**src/rtl/cmr_pkg.sv**
```systemverilog
package cmr_pkg;

   // Bus geometry
   localparam int unsigned CMR_ADDR_W = 10;
   localparam int unsigned CMR_DATA_W = 32;
   localparam int unsigned CMR_REG_W  = 8;

   // Register indices, byte address is four times the index
   localparam logic [7:0] CMR_IDX_REF_A = 8'h9B;
   localparam logic [7:0] CMR_IDX_REF_B = 8'h9C;
   localparam logic [7:0] CMR_IDX_CTRL  = 8'h9D;
   localparam logic [7:0] CMR_IDX_AUX   = 8'hA0;

   // Control register fields
   localparam int unsigned CMR_INV_A    = 0;
   localparam int unsigned CMR_ROUTE_A  = 1;
   localparam int unsigned CMR_RES_A    = 2;
   localparam int unsigned CMR_UNUSED_L = 3;
   localparam int unsigned CMR_INV_B    = 4;
   localparam int unsigned CMR_ROUTE_B  = 5;
   localparam int unsigned CMR_RES_B    = 6;
   localparam int unsigned CMR_UNUSED_H = 7;
   localparam logic [7:0]  CMR_CTRL_WMASK = 8'h33;

   // Auxiliary register fields
   localparam int unsigned CMR_IRQ_EN   = 0;
   localparam int unsigned CMR_PWR_OFF  = 1;
   localparam int unsigned CMR_IRQ_FLAG = 7;
   localparam logic [7:0]  CMR_AUX_WMASK = 8'h03;

   // Values after reset
   localparam logic [7:0]  CMR_REG_RESET  = 8'h00;
   localparam logic [31:0] CMR_RDATA_RESET = 32'h0000_0000;

   // Reference select fields
   localparam int unsigned CMR_COARSE_LSB = 3;
   localparam int unsigned CMR_COARSE_W   = 5;
   localparam int unsigned CMR_FINE_W     = 3;
   localparam logic [4:0]  CMR_UPPER_LO = 5'h0A;
   localparam logic [4:0]  CMR_UPPER_HI = 5'h0F;
   localparam logic [4:0]  CMR_LOWER_LO = 5'h1A;

   // Flip-flops in each comparator synchroniser
   localparam int unsigned CMR_SYNC_STAGES = 2;

   typedef enum logic [1:0] {
      CMR_MIDDLE = 2'b00,
      CMR_UPPER  = 2'b01,
      CMR_LOWER  = 2'b10
   } cmr_range_t;

   typedef enum logic [1:0] {
      CMR_IDLE   = 2'b00,
      CMR_ANSWER = 2'b01
   } cmr_bus_t;

endpackage : cmr_pkg

```
**src/rtl/cmr_sync2.sv**
```systemverilog
`timescale 1ns/1ps
module cmr_sync2
   import cmr_pkg::*;
#(
   parameter int unsigned WIDTH = 2
) (
   // Clock and reset
   input  wire logic             clock,
   input  wire logic             nrst,
   // Asynchronous levels in, synchronised levels out
   input  wire logic [WIDTH-1:0] din,
   output logic      [WIDTH-1:0] dout
);

   // First stage feeds only the second stage
   logic [WIDTH-1:0] stage1;

   always_ff @(posedge clock or negedge nrst) begin
      if (!nrst) begin
         stage1 <= '0;
         dout   <= '0;
      end else begin
         stage1 <= din;
         dout   <= stage1;
      end
   end

endmodule : cmr_sync2

```
**src/rtl/cmr_ref_decode.sv**
```systemverilog
`timescale 1ns/1ps
module cmr_ref_decode
   import cmr_pkg::*;
(
   // Clock and reset
   input  wire logic        clock,
   input  wire logic        nrst,
   // Reference select value
   input  wire logic [7:0]  level,
   // Ladder controls
   output logic      [4:0]  coarse,
   output logic      [2:0]  fine,
   output cmr_range_t       range
);

   wire [4:0] coarseSel = level[CMR_COARSE_LSB +: CMR_COARSE_W];
   wire [2:0] fineSel   = level[CMR_FINE_W-1:0];
   // Upper and lower ranges use the wide resistors, middle the narrow
   wire       isUpper   = (coarseSel >= CMR_UPPER_LO) &&
                          (coarseSel <= CMR_UPPER_HI);
   wire       isLower   = (coarseSel >= CMR_LOWER_LO);
   wire cmr_range_t next_range = isUpper ? CMR_UPPER :
                                 isLower ? CMR_LOWER : CMR_MIDDLE;

   always_ff @(posedge clock or negedge nrst) begin
      if (!nrst) begin
         coarse <= '0;
         fine   <= '0;
         range  <= CMR_MIDDLE;
      end else begin
         coarse <= coarseSel;
         fine   <= fineSel;
         range  <= next_range;
      end
   end

endmodule : cmr_ref_decode

```
**src/rtl/cmr_regs.sv**
```systemverilog
`timescale 1ns/1ps
// Contract
// Control bits 7 and 3 read zero; writes to them are dropped.
// Control bit 6 reads comparator B output; writes do nothing.
// Control bit 2 reads comparator A output; writes do nothing.
// Bit 5 routes comparator B and reference B to pins, else port D.
// Bit 4 inverts comparator B output when set.
// Bit 1 routes comparator A and reference A to pins, else port C.
// Bit 0 inverts comparator A output when set.
// Reference A select is a full 8-bit read/write register.
// Reference B select is a full 8-bit read/write register.
// Select bits 7:3 pick coarse tap, bits 2:0 the fine step.
// Level flag is output XOR polarity; irq needs all three enables.
// Comparators and references run only while power-off is clear.
// Comparator outputs pass two flip-flops before status and flag.
// All registers clear to zero on reset.
module cmr_regs
   import cmr_pkg::*;
(
   // Clock and reset
   input  wire logic                  clock,
   input  wire logic                  nrst,
   // Avalon-MM slave
   input  wire logic [CMR_ADDR_W-1:0] address,
   input  wire logic                  read,
   input  wire logic                  write,
   input  wire logic [CMR_DATA_W-1:0] writedata,
   input  wire logic [3:0]            byteenable,
   output logic      [CMR_DATA_W-1:0] readdata,
   output logic                       waitrequest,
   // Raw comparator outputs from the analog side
   input  wire logic                  compARaw,
   input  wire logic                  compBRaw,
   // CPU interrupt enables
   input  wire logic                  globalIrqEnable,
   input  wire logic                  periphIrqEnable,
   output logic                       cpuIrq,
   // Pin routing for comparator A side
   output logic                       compAPin,
   output logic                       compAPinOe,
   output logic                       refAPinRoute,
   // Pin routing for comparator B side
   output logic                       compBPin,
   output logic                       compBPinOe,
   output logic                       refBPinRoute,
   // Analog enable and ladder controls
   output logic                       analogEnable,
   output logic      [4:0]            refACoarse,
   output logic      [2:0]            refAFine,
   output cmr_range_t                 refARange,
   output logic      [4:0]            refBCoarse,
   output logic      [2:0]            refBFine,
   output cmr_range_t                 refBRange
);

   // Register state
   logic [7:0] refA;
   logic [7:0] refB;
   logic [7:0] ctrl;
   logic [7:0] aux;
   logic       irqFlag;
   cmr_bus_t   busState;

   // Synchronised comparator levels
   logic [1:0] syncOut;

   cmr_sync2 #(
      .WIDTH (2)
   ) u_sync (
      .clock (clock),
      .nrst  (nrst),
      .din   ({compBRaw, compARaw}),
      .dout  (syncOut)
   );

   wire powerOff = aux[CMR_PWR_OFF];
   // A powered-down comparator reads low rather than stale data
   wire liveA    = syncOut[0] & ~powerOff;
   wire liveB    = syncOut[1] & ~powerOff;
   wire outA     = liveA ^ ctrl[CMR_INV_A];
   wire outB     = liveB ^ ctrl[CMR_INV_B];

   // Level flag, gated so a powered-down inverted input does not fire
   wire next_irqFlag = ~powerOff & (outA | outB);
   wire next_cpuIrq  = irqFlag & aux[CMR_IRQ_EN] &
                       periphIrqEnable & globalIrqEnable;

   // Address decode
   wire addrOk  = (address[1:0] == 2'b00);
   wire [7:0] regIdx = address[CMR_ADDR_W-1:2];
   wire hitRefA = addrOk && (regIdx == CMR_IDX_REF_A);
   wire hitRefB = addrOk && (regIdx == CMR_IDX_REF_B);
   wire hitCtrl = addrOk && (regIdx == CMR_IDX_CTRL);
   wire hitAux  = addrOk && (regIdx == CMR_IDX_AUX);

   // Read views; status bits are live, unused bits forced low
   wire [7:0] ctrlRead = {1'b0, liveB, ctrl[CMR_ROUTE_B],
                          ctrl[CMR_INV_B], 1'b0, liveA,
                          ctrl[CMR_ROUTE_A], ctrl[CMR_INV_A]};
   wire [7:0] auxRead  = {irqFlag, 5'h00, aux[1:0]};
   wire [7:0] regRead  = hitRefA ? refA :
                         hitRefB ? refB :
                         hitCtrl ? ctrlRead :
                         hitAux  ? auxRead : CMR_REG_RESET;

   // A write lands on the edge where waitrequest is seen low
   wire commit  = (busState == CMR_ANSWER) && write && byteenable[0];
   wire [7:0] wByte = writedata[7:0];

   // Masking keeps status and unused bits out of the stored copy
   wire [7:0] next_ctrl = (ctrl & ~CMR_CTRL_WMASK) |
                          (wByte & CMR_CTRL_WMASK);
   wire [7:0] next_aux  = wByte & CMR_AUX_WMASK;

   // Bus handshake: one idle cycle, then one answer cycle
   cmr_bus_t next_busState;
   always_comb begin
      case (busState)
         CMR_IDLE: begin
            next_busState = (read || write) ? CMR_ANSWER : CMR_IDLE;
         end
         CMR_ANSWER: begin
            next_busState = CMR_IDLE;
         end
         default: begin
            next_busState = CMR_IDLE;
         end
      endcase
   end

   always_ff @(posedge clock or negedge nrst) begin
      if (!nrst) begin
         busState    <= CMR_IDLE;
         waitrequest <= 1'b1;
         readdata    <= CMR_RDATA_RESET;
      end else begin
         busState    <= next_busState;
         waitrequest <= (next_busState != CMR_ANSWER);
         if (busState == CMR_IDLE && read) begin
            readdata <= {24'h00_0000, regRead};
         end
      end
   end

   // Register writes
   always_ff @(posedge clock or negedge nrst) begin
      if (!nrst) begin
         refA <= CMR_REG_RESET;
         refB <= CMR_REG_RESET;
         ctrl <= CMR_REG_RESET;
         aux  <= CMR_REG_RESET;
      end else if (commit) begin
         if (hitRefA) begin
            refA <= wByte;
         end
         if (hitRefB) begin
            refB <= wByte;
         end
         if (hitCtrl) begin
            ctrl <= next_ctrl;
         end
         if (hitAux) begin
            aux <= next_aux;
         end
      end
   end

   // Pins, flag and enables, all registered
   always_ff @(posedge clock or negedge nrst) begin
      if (!nrst) begin
         irqFlag      <= 1'b0;
         cpuIrq       <= 1'b0;
         compAPin     <= 1'b0;
         compAPinOe   <= 1'b0;
         refAPinRoute <= 1'b0;
         compBPin     <= 1'b0;
         compBPinOe   <= 1'b0;
         refBPinRoute <= 1'b0;
         analogEnable <= 1'b0;
      end else begin
         irqFlag      <= next_irqFlag;
         cpuIrq       <= next_cpuIrq;
         compAPin     <= outA;
         compAPinOe   <= ctrl[CMR_ROUTE_A];
         refAPinRoute <= ctrl[CMR_ROUTE_A];
         compBPin     <= outB;
         compBPinOe   <= ctrl[CMR_ROUTE_B];
         refBPinRoute <= ctrl[CMR_ROUTE_B];
         analogEnable <= ~powerOff;
      end
   end

   // Ladder decoding, one copy per reference
   cmr_ref_decode u_decA (
      .clock  (clock),
      .nrst   (nrst),
      .level  (refA),
      .coarse (refACoarse),
      .fine   (refAFine),
      .range  (refARange)
   );

   cmr_ref_decode u_decB (
      .clock  (clock),
      .nrst   (nrst),
      .level  (refB),
      .coarse (refBCoarse),
      .fine   (refBFine),
      .range  (refBRange)
   );

   unused_bits_a: assert property (
      @(posedge clock) disable iff (!nrst)
      (!waitrequest && read && hitCtrl) |->
         (readdata[CMR_UNUSED_H] == 1'b0 &&
          readdata[CMR_UNUSED_L] == 1'b0 &&
          (ctrl & ~CMR_CTRL_WMASK) == 8'h00)
   ) else $error("control unused bits not zero");

   result_b_a: assert property (
      @(posedge clock) disable iff (!nrst)
      (!waitrequest && read && hitCtrl) |->
         (readdata[CMR_RES_B] == $past(liveB))
   ) else $error("comparator B status mismatch");

   result_a_a: assert property (
      @(posedge clock) disable iff (!nrst)
      (!waitrequest && read && hitCtrl) |->
         (readdata[CMR_RES_A] == $past(liveA))
   ) else $error("comparator A status mismatch");

   route_b_a: assert property (
      @(posedge clock) disable iff (!nrst)
      (commit && hitCtrl) |=>
         ##1 (compBPinOe == $past(wByte[CMR_ROUTE_B], 2) &&
              refBPinRoute == compBPinOe)
   ) else $error("B pin routing does not follow bit 5");

   invert_b_a: assert property (
      @(posedge clock) disable iff (!nrst)
      ##1 (compBPin == ($past(liveB) ^ $past(ctrl[CMR_INV_B])))
   ) else $error("B inversion wrong");

   route_a_a: assert property (
      @(posedge clock) disable iff (!nrst)
      (commit && hitCtrl) |=>
         ##1 (compAPinOe == $past(wByte[CMR_ROUTE_A], 2) &&
              refAPinRoute == compAPinOe)
   ) else $error("A pin routing does not follow bit 1");

   invert_a_a: assert property (
      @(posedge clock) disable iff (!nrst)
      ##1 (compAPin == ($past(liveA) ^ $past(ctrl[CMR_INV_A])))
   ) else $error("A inversion wrong");

   ref_a_write_a: assert property (
      @(posedge clock) disable iff (!nrst)
      (commit && hitRefA) |=> (refA == $past(wByte))
   ) else $error("reference A write lost");

   ref_b_write_a: assert property (
      @(posedge clock) disable iff (!nrst)
      (commit && hitRefB) |=> (refB == $past(wByte))
   ) else $error("reference B write lost");

   coarse_fine_a: assert property (
      @(posedge clock) disable iff (!nrst)
      ##1 (refACoarse == $past(refA[7:3]) &&
           refAFine == $past(refA[2:0]) &&
           refBCoarse == $past(refB[7:3]) &&
           refBFine == $past(refB[2:0]))
   ) else $error("reference field split wrong");

   irq_gate_a: assert property (
      @(posedge clock) disable iff (!nrst)
      cpuIrq |-> ($past(irqFlag) && $past(aux[CMR_IRQ_EN]) &&
                  $past(periphIrqEnable) && $past(globalIrqEnable))
   ) else $error("interrupt without all enables");

   irq_level_a: assert property (
      @(posedge clock) disable iff (!nrst)
      (!powerOff && (outA || outB)) |=> irqFlag
   ) else $error("flag missed active level");

   power_off_a: assert property (
      @(posedge clock) disable iff (!nrst)
      powerOff |=> (!analogEnable && !irqFlag)
   ) else $error("analog still enabled when powered off");

   sync_delay_a: assert property (
      @(posedge clock) disable iff (!nrst)
      ##2 (syncOut[0] == $past(compARaw, 2) &&
           syncOut[1] == $past(compBRaw, 2))
   ) else $error("synchroniser depth not two");

   lower_range_a: assert property (
      @(posedge clock) disable iff (!nrst)
      (refA[7:3] >= CMR_LOWER_LO) |=> (refARange == CMR_LOWER)
   ) else $error("reference A lower range not decoded");

   upper_range_a: assert property (
      @(posedge clock) disable iff (!nrst)
      (refB[7:3] >= CMR_UPPER_LO && refB[7:3] <= CMR_UPPER_HI) |=>
         (refBRange == CMR_UPPER)
   ) else $error("reference B upper range not decoded");

   wait_state_a: assert property (
      @(posedge clock) disable iff (!nrst)
      (busState == CMR_IDLE && (read || write)) |=> !waitrequest
   ) else $error("request not answered after one wait cycle");

   answer_once_a: assert property (
      @(posedge clock) disable iff (!nrst)
      !waitrequest |=> waitrequest
   ) else $error("waitrequest low for more than one cycle");

   high_lanes_a: assert property (
      @(posedge clock) disable iff (!nrst)
      !waitrequest |-> (readdata[31:8] == 24'h00_0000)
   ) else $error("read data upper lanes not zero");

   ctrl_mask_a: assert property (
      @(posedge clock) disable iff (!nrst)
      (commit && hitCtrl) |=>
         (ctrl == ($past(wByte) & CMR_CTRL_WMASK))
   ) else $error("control write not masked");

   stray_write_a: assert property (
      @(posedge clock) disable iff (!nrst)
      !commit |=> ($stable(refA) && $stable(refB) && $stable(ctrl))
   ) else $error("register changed without a write");

   reset_clear_a: assert property (
      @(posedge clock)
      !nrst |=> (refA == CMR_REG_RESET && refB == CMR_REG_RESET &&
                 ctrl == CMR_REG_RESET && aux == CMR_REG_RESET &&
                 waitrequest)
   ) else $error("registers not cleared by reset");

   off_status_a: assert property (
      @(posedge clock) disable iff (!nrst)
      (!waitrequest && read && hitCtrl && $past(powerOff)) |->
         (readdata[CMR_RES_A] == 1'b0 && readdata[CMR_RES_B] == 1'b0)
   ) else $error("powered-down comparator reads high");

   analog_on_a: assert property (
      @(posedge clock) disable iff (!nrst)
      !powerOff |=> analogEnable
   ) else $error("analog not enabled with power-off clear");

   irq_raise_a: assert property (
      @(posedge clock) disable iff (!nrst)
      (irqFlag && aux[CMR_IRQ_EN] && periphIrqEnable && globalIrqEnable)
         |=> cpuIrq
   ) else $error("interrupt missing with all enables set");

   irq_drop_a: assert property (
      @(posedge clock) disable iff (!nrst)
      (powerOff || !(outA || outB)) |=> !irqFlag
   ) else $error("flag set without active level");

endmodule : cmr_regs

```
**config.mk**
```make
export PLATFORM = sky130hd
export DESIGN_NAME = cmr_regs
export DESIGN_NICKNAME = d
export VERILOG_FILES = /design/src/rtl/cmr_pkg.sv /design/src/rtl/cmr_sync2.sv /design/src/rtl/cmr_ref_decode.sv /design/src/rtl/cmr_regs.sv
export SDC_FILE = /design/constraint.sdc
export NUM_CORES = 1
export LEC_CHECK = 0
export ABC_AREA = 1
export BUFFER_PORTS_ARGS = -buffer_cell sky130_fd_sc_hd__clkbuf_2
export CAP_MARGIN = 15
export CORE_MARGIN = 3
export CORE_UTILIZATION = 49
export DETAILED_ROUTE_END_ITERATION = 8
export HOLD_SLACK_MARGIN = 0.02
export MAX_ROUTING_LAYER = met4
export PLACE_DENSITY = 0.81
export RECOVER_POWER = 25
export SLEW_MARGIN = 20
export SYNTH_ARGS = -nofsm -noshare
export SYNTH_HDL_FRONTEND = slang
export SYNTH_HIERARCHICAL = 1
export SYNTH_SLANG_ARGS = --single-unit
```
**constraint.sdc**
```tcl
create_clock -name clock -period 2.2 [get_ports clock]
set_clock_uncertainty 0.05 [all_clocks]
set_input_delay 0.22 -clock clock [delete_from_list [all_inputs] [get_ports clock]]
set_output_delay 0.22 -clock clock [all_outputs]
set_load 0.02 [all_outputs]
```
==> results.json <==
{
  "synth_top_family_by_area": "simple AND/OR/NAND/NOR gates",
  "maxCapViolations": 0,
  "area_growth_pct": 18.80,
  "rsz0062_at_grt": "false",
  "grt_pass1_vias": 1890,
  "power_leakage_nw": 1.862,
  "post-route-cell-area_sq_mm": 0.003313,
  "core.rowCount": 26,
  "ir_worst_vdd_uv": 523.5,
  "cts_tree": "done",
  "start_kind": "flop",
  "finalSetupTns_ns": 0,
  "p_clk_frac": 0.403,
  "grt_overflow": 0,
  "clock-sinks": 63,
  "grt_first_pass_wirelength_microns": 8652,
  "crit_buf_inv": 1,
  "dieArea_sq_mm": 0.006633,
  "power_frac_comb": 0.084,
  "critPathMaxFanout": 8,
  "synth_mux_area_frac": 0,
  "vias_per_cell": 4.681,
  "required_ns": 2.37,
  "hold_ws_ns": 0.03443,
  "synth_ff_type": "dfrtp_1",
  "start_util": 0.5260,
  "cp_slowest_cell": "dfrtp_1",
  "ys_async_sr_fraction": 1.000,
  "first_iter_violations": 110,
  "sw_frac_of_total": 0.2401,
  "finalMaxSlewViolations": 0,
  "period_needed_ns": 1.343,
  "yosysWarnings": 6,
  "cts_resized": 0,
  "synth_edf_count": 0,
  "synth_area_sq_mm": 0.002789,
  "crit_family": "simple AND/OR/NAND/NOR gates",
  "drive_gt1_frac": 0.3306,
  "yosys.area_share.simple": 0.2207,
  "intPower_mw": 1.754,
  "synth_top_area_share": 0.5563,
  "wl_per_cell_microns": 12.45,
  "timing.fmax_mhz": 744.7,
  "status": "complete, no violations",
  "post-synth-top-count-cell": "dfrtp_1",
  "ys_seq_area_frac": 0.5657,
  "portBuffers": 63,
  "diodes": 0,
  "worstMarginPinSlew_ns": 0.6696,
  "drcViolationCount": 0,
  "p_switching_mw": 0.5542,
  "die_x_microns": 81.45,
  "ant_nets": 0,
  "period_share": 0.6104,
  "setup-violations-final": 0,
  "cts.reportedPaths.clkPinSlew_ns": 0.06,
  "num_vias": 2013,
  "rrSetupSlack_ns": 0.86,
  "synth-seq-cells": 63,
  "crit_path_end_kind": "flop",
  "synth_area_per_cell_sq_um": 9.925,
  "finalPower_mw": 2.309,
  "core_area_sq_mm": 0.005303,
  "crit_arrival_ns": 1.52,
  "synthTopCellsByArea": "dfrtp_1 (56%), nand2_1 (8.1%), buf_4 (7.0%)",
  "cpPeakStageDelay_ns": 0.35,
  "clock_latency_ns": 0.34,
  "dp_hpwl_microns": 4086,
  "cts_buffer_depth": 2,
  "cts_max_level": 3,
  "final_hold_viol_count": 0,
  "crit_type": "reg -> reg",
  "num_io_pins": 115,
  "worstPathCellList": "inv_1, nor2_2, nand4_2, nand2_1, o21ai_1",
  "cts-buffers-inserted": 9,
  "post_cts_buffers": 0,
  "synth-xor-area-share": 0.006281,
  "grt_max_degree": 29,
  "powerDensity_mw_per_mm2": 696.8,
  "die_y_microns": 81.45,
  "synth_common_cells": "dfrtp_1 (62), nand2_1 (60), inv_1 (29)",
  "hp-class": "in -> reg",
  "synth_compound_area_frac": 0.07716,
  "nets": 409,
  "pwr-share-seq": 0.513,
  "synth-adder-area-share": 0,
  "synth_cell_type_count": 29,
  "dpl_cell_area_sq_mm": 0.003069,
  "firstDrtPassIters": 4,
  "drt-total-wl_microns": 5354,
  "syn-instance-count": 281,
  "cts-root-buf": "clkbuf_8",
  "relSlewSlack": 0.5536,
  "routabilityCongestion": 0.8887,
  "track_usage": 0.1847,
  "synth_area_leader_cell": "dfrtp_1",
  "antenna_found_initial": 0
}
==> placed cells by master, fill, tap and decap left out, types with 5 or more instances in the layout <==
cell type,instances
a21oi_1,8
clkbuf_2,63
conb_1,24
inv_1,29
nand3_1,7
dfrtp_1,62
o21ai_1,6
dlygate4sd3_1,5
nand4_1,15
nor2_1,20
clkbuf_8,13
o21ai_2,16
nand2_1,60
inv_2,5
==> metrics by stage <==
stage / instances / setup WS [ns] / utilization
floorplan: 304 / 0.9654 / -
global placement: 409 / 0.6572 / 0.5788
detailed placement: 409 / 0.6200 / 0.5788
CTS: 430 / 0.8143 / 0.6248
global route: 430 / 0.7499 / 0.6248
finish: 430 / 0.8571 / 0.6248
==> worst paths after layout <==
kind,startpoint,depth (start not counted),endpoint
max in group asynchronous,nrst,3,u_decB/fine[2]
min,write,2,waitrequest
min reg2reg,u_sync/stage1[0],0,u_sync/dout[0]
max,busState[0],5,ctrl[5]
min in group asynchronous,nrst,2,analogEnable
max reg2reg,busState[0],5,ctrl[5]
==> worst register-to-register path, delay by kind of cell, from the launching register on <==
| kind | cells | cell delay [ns] |
|---|---|---|
| simple gates | 3 | 0.71 |
| flops | 1 | 0.35 |
| buf+inv | 1 | 0.06 |
| compound gates | 1 | 0.07 |
==> state kept, by name, summed over array words and instances, names as in the netlist, 3 cells and up <==
name / flops
readdata: 8
refA: 8
refB: 8
u_decA/coarse: 5
u_decB/coarse: 5
ctrl: 4
u_decA/fine: 3
u_decB/fine: 3
==> cell type report <==
class | count | area, sq um
Timing Repair Buffer | 71 | 387.9
Sequential cell | 63 | 1578
Fill cell | 461 | 1989
Tap cell | 70 | 87.58
Clock buffer | 13 | 178.9
Clock inverter | 3 | 15.01
Multi-Input combinational cell | 176 | 938.4
Inverter | 34 | 127.6
==> cell families (layout without fill, tap and decap cells) <==
family / count (synthesis) / after routing
AO/OA/AOI/OAI: 31 / 31
XOR/XNOR: 2 / 2
buffers and inverters: 65 / 121
flip-flops: 63 / 63
other: 1 / 24
AND/OR/NAND/NOR: 119 / 119
==> power groups by stage <==
stage                     Sequential [mW]  Clock, mW  Combinational (mW)
after floorplan                      1.22          0               0.132
after global placement               1.21          0               0.183
after detailed placement             1.21          0               0.188
after CTS                            1.19      0.953               0.196
after global routing                 1.19       1.01               0.216
final                                1.19      0.930               0.193
==> layer usage <==
metal | GRT usage | vias up | wire [microns]
li1 | - | 994 | -
met3 | 0.06140 | 11 | 407
met1 | 0.2256 | 937 | 2245
met5 | - | - | 0
met2 | 0.2809 | 71 | 2591
met4 | 0.07939 | 0 | 110
==> what timing repair did <==
action,4_1_cts,5_1_grt
hold buffers,5,0
endpoints found under the hold margin,28,0
setup endpoints to repair,0,0
No activity file was read; power rests on OpenSTA's default activity.
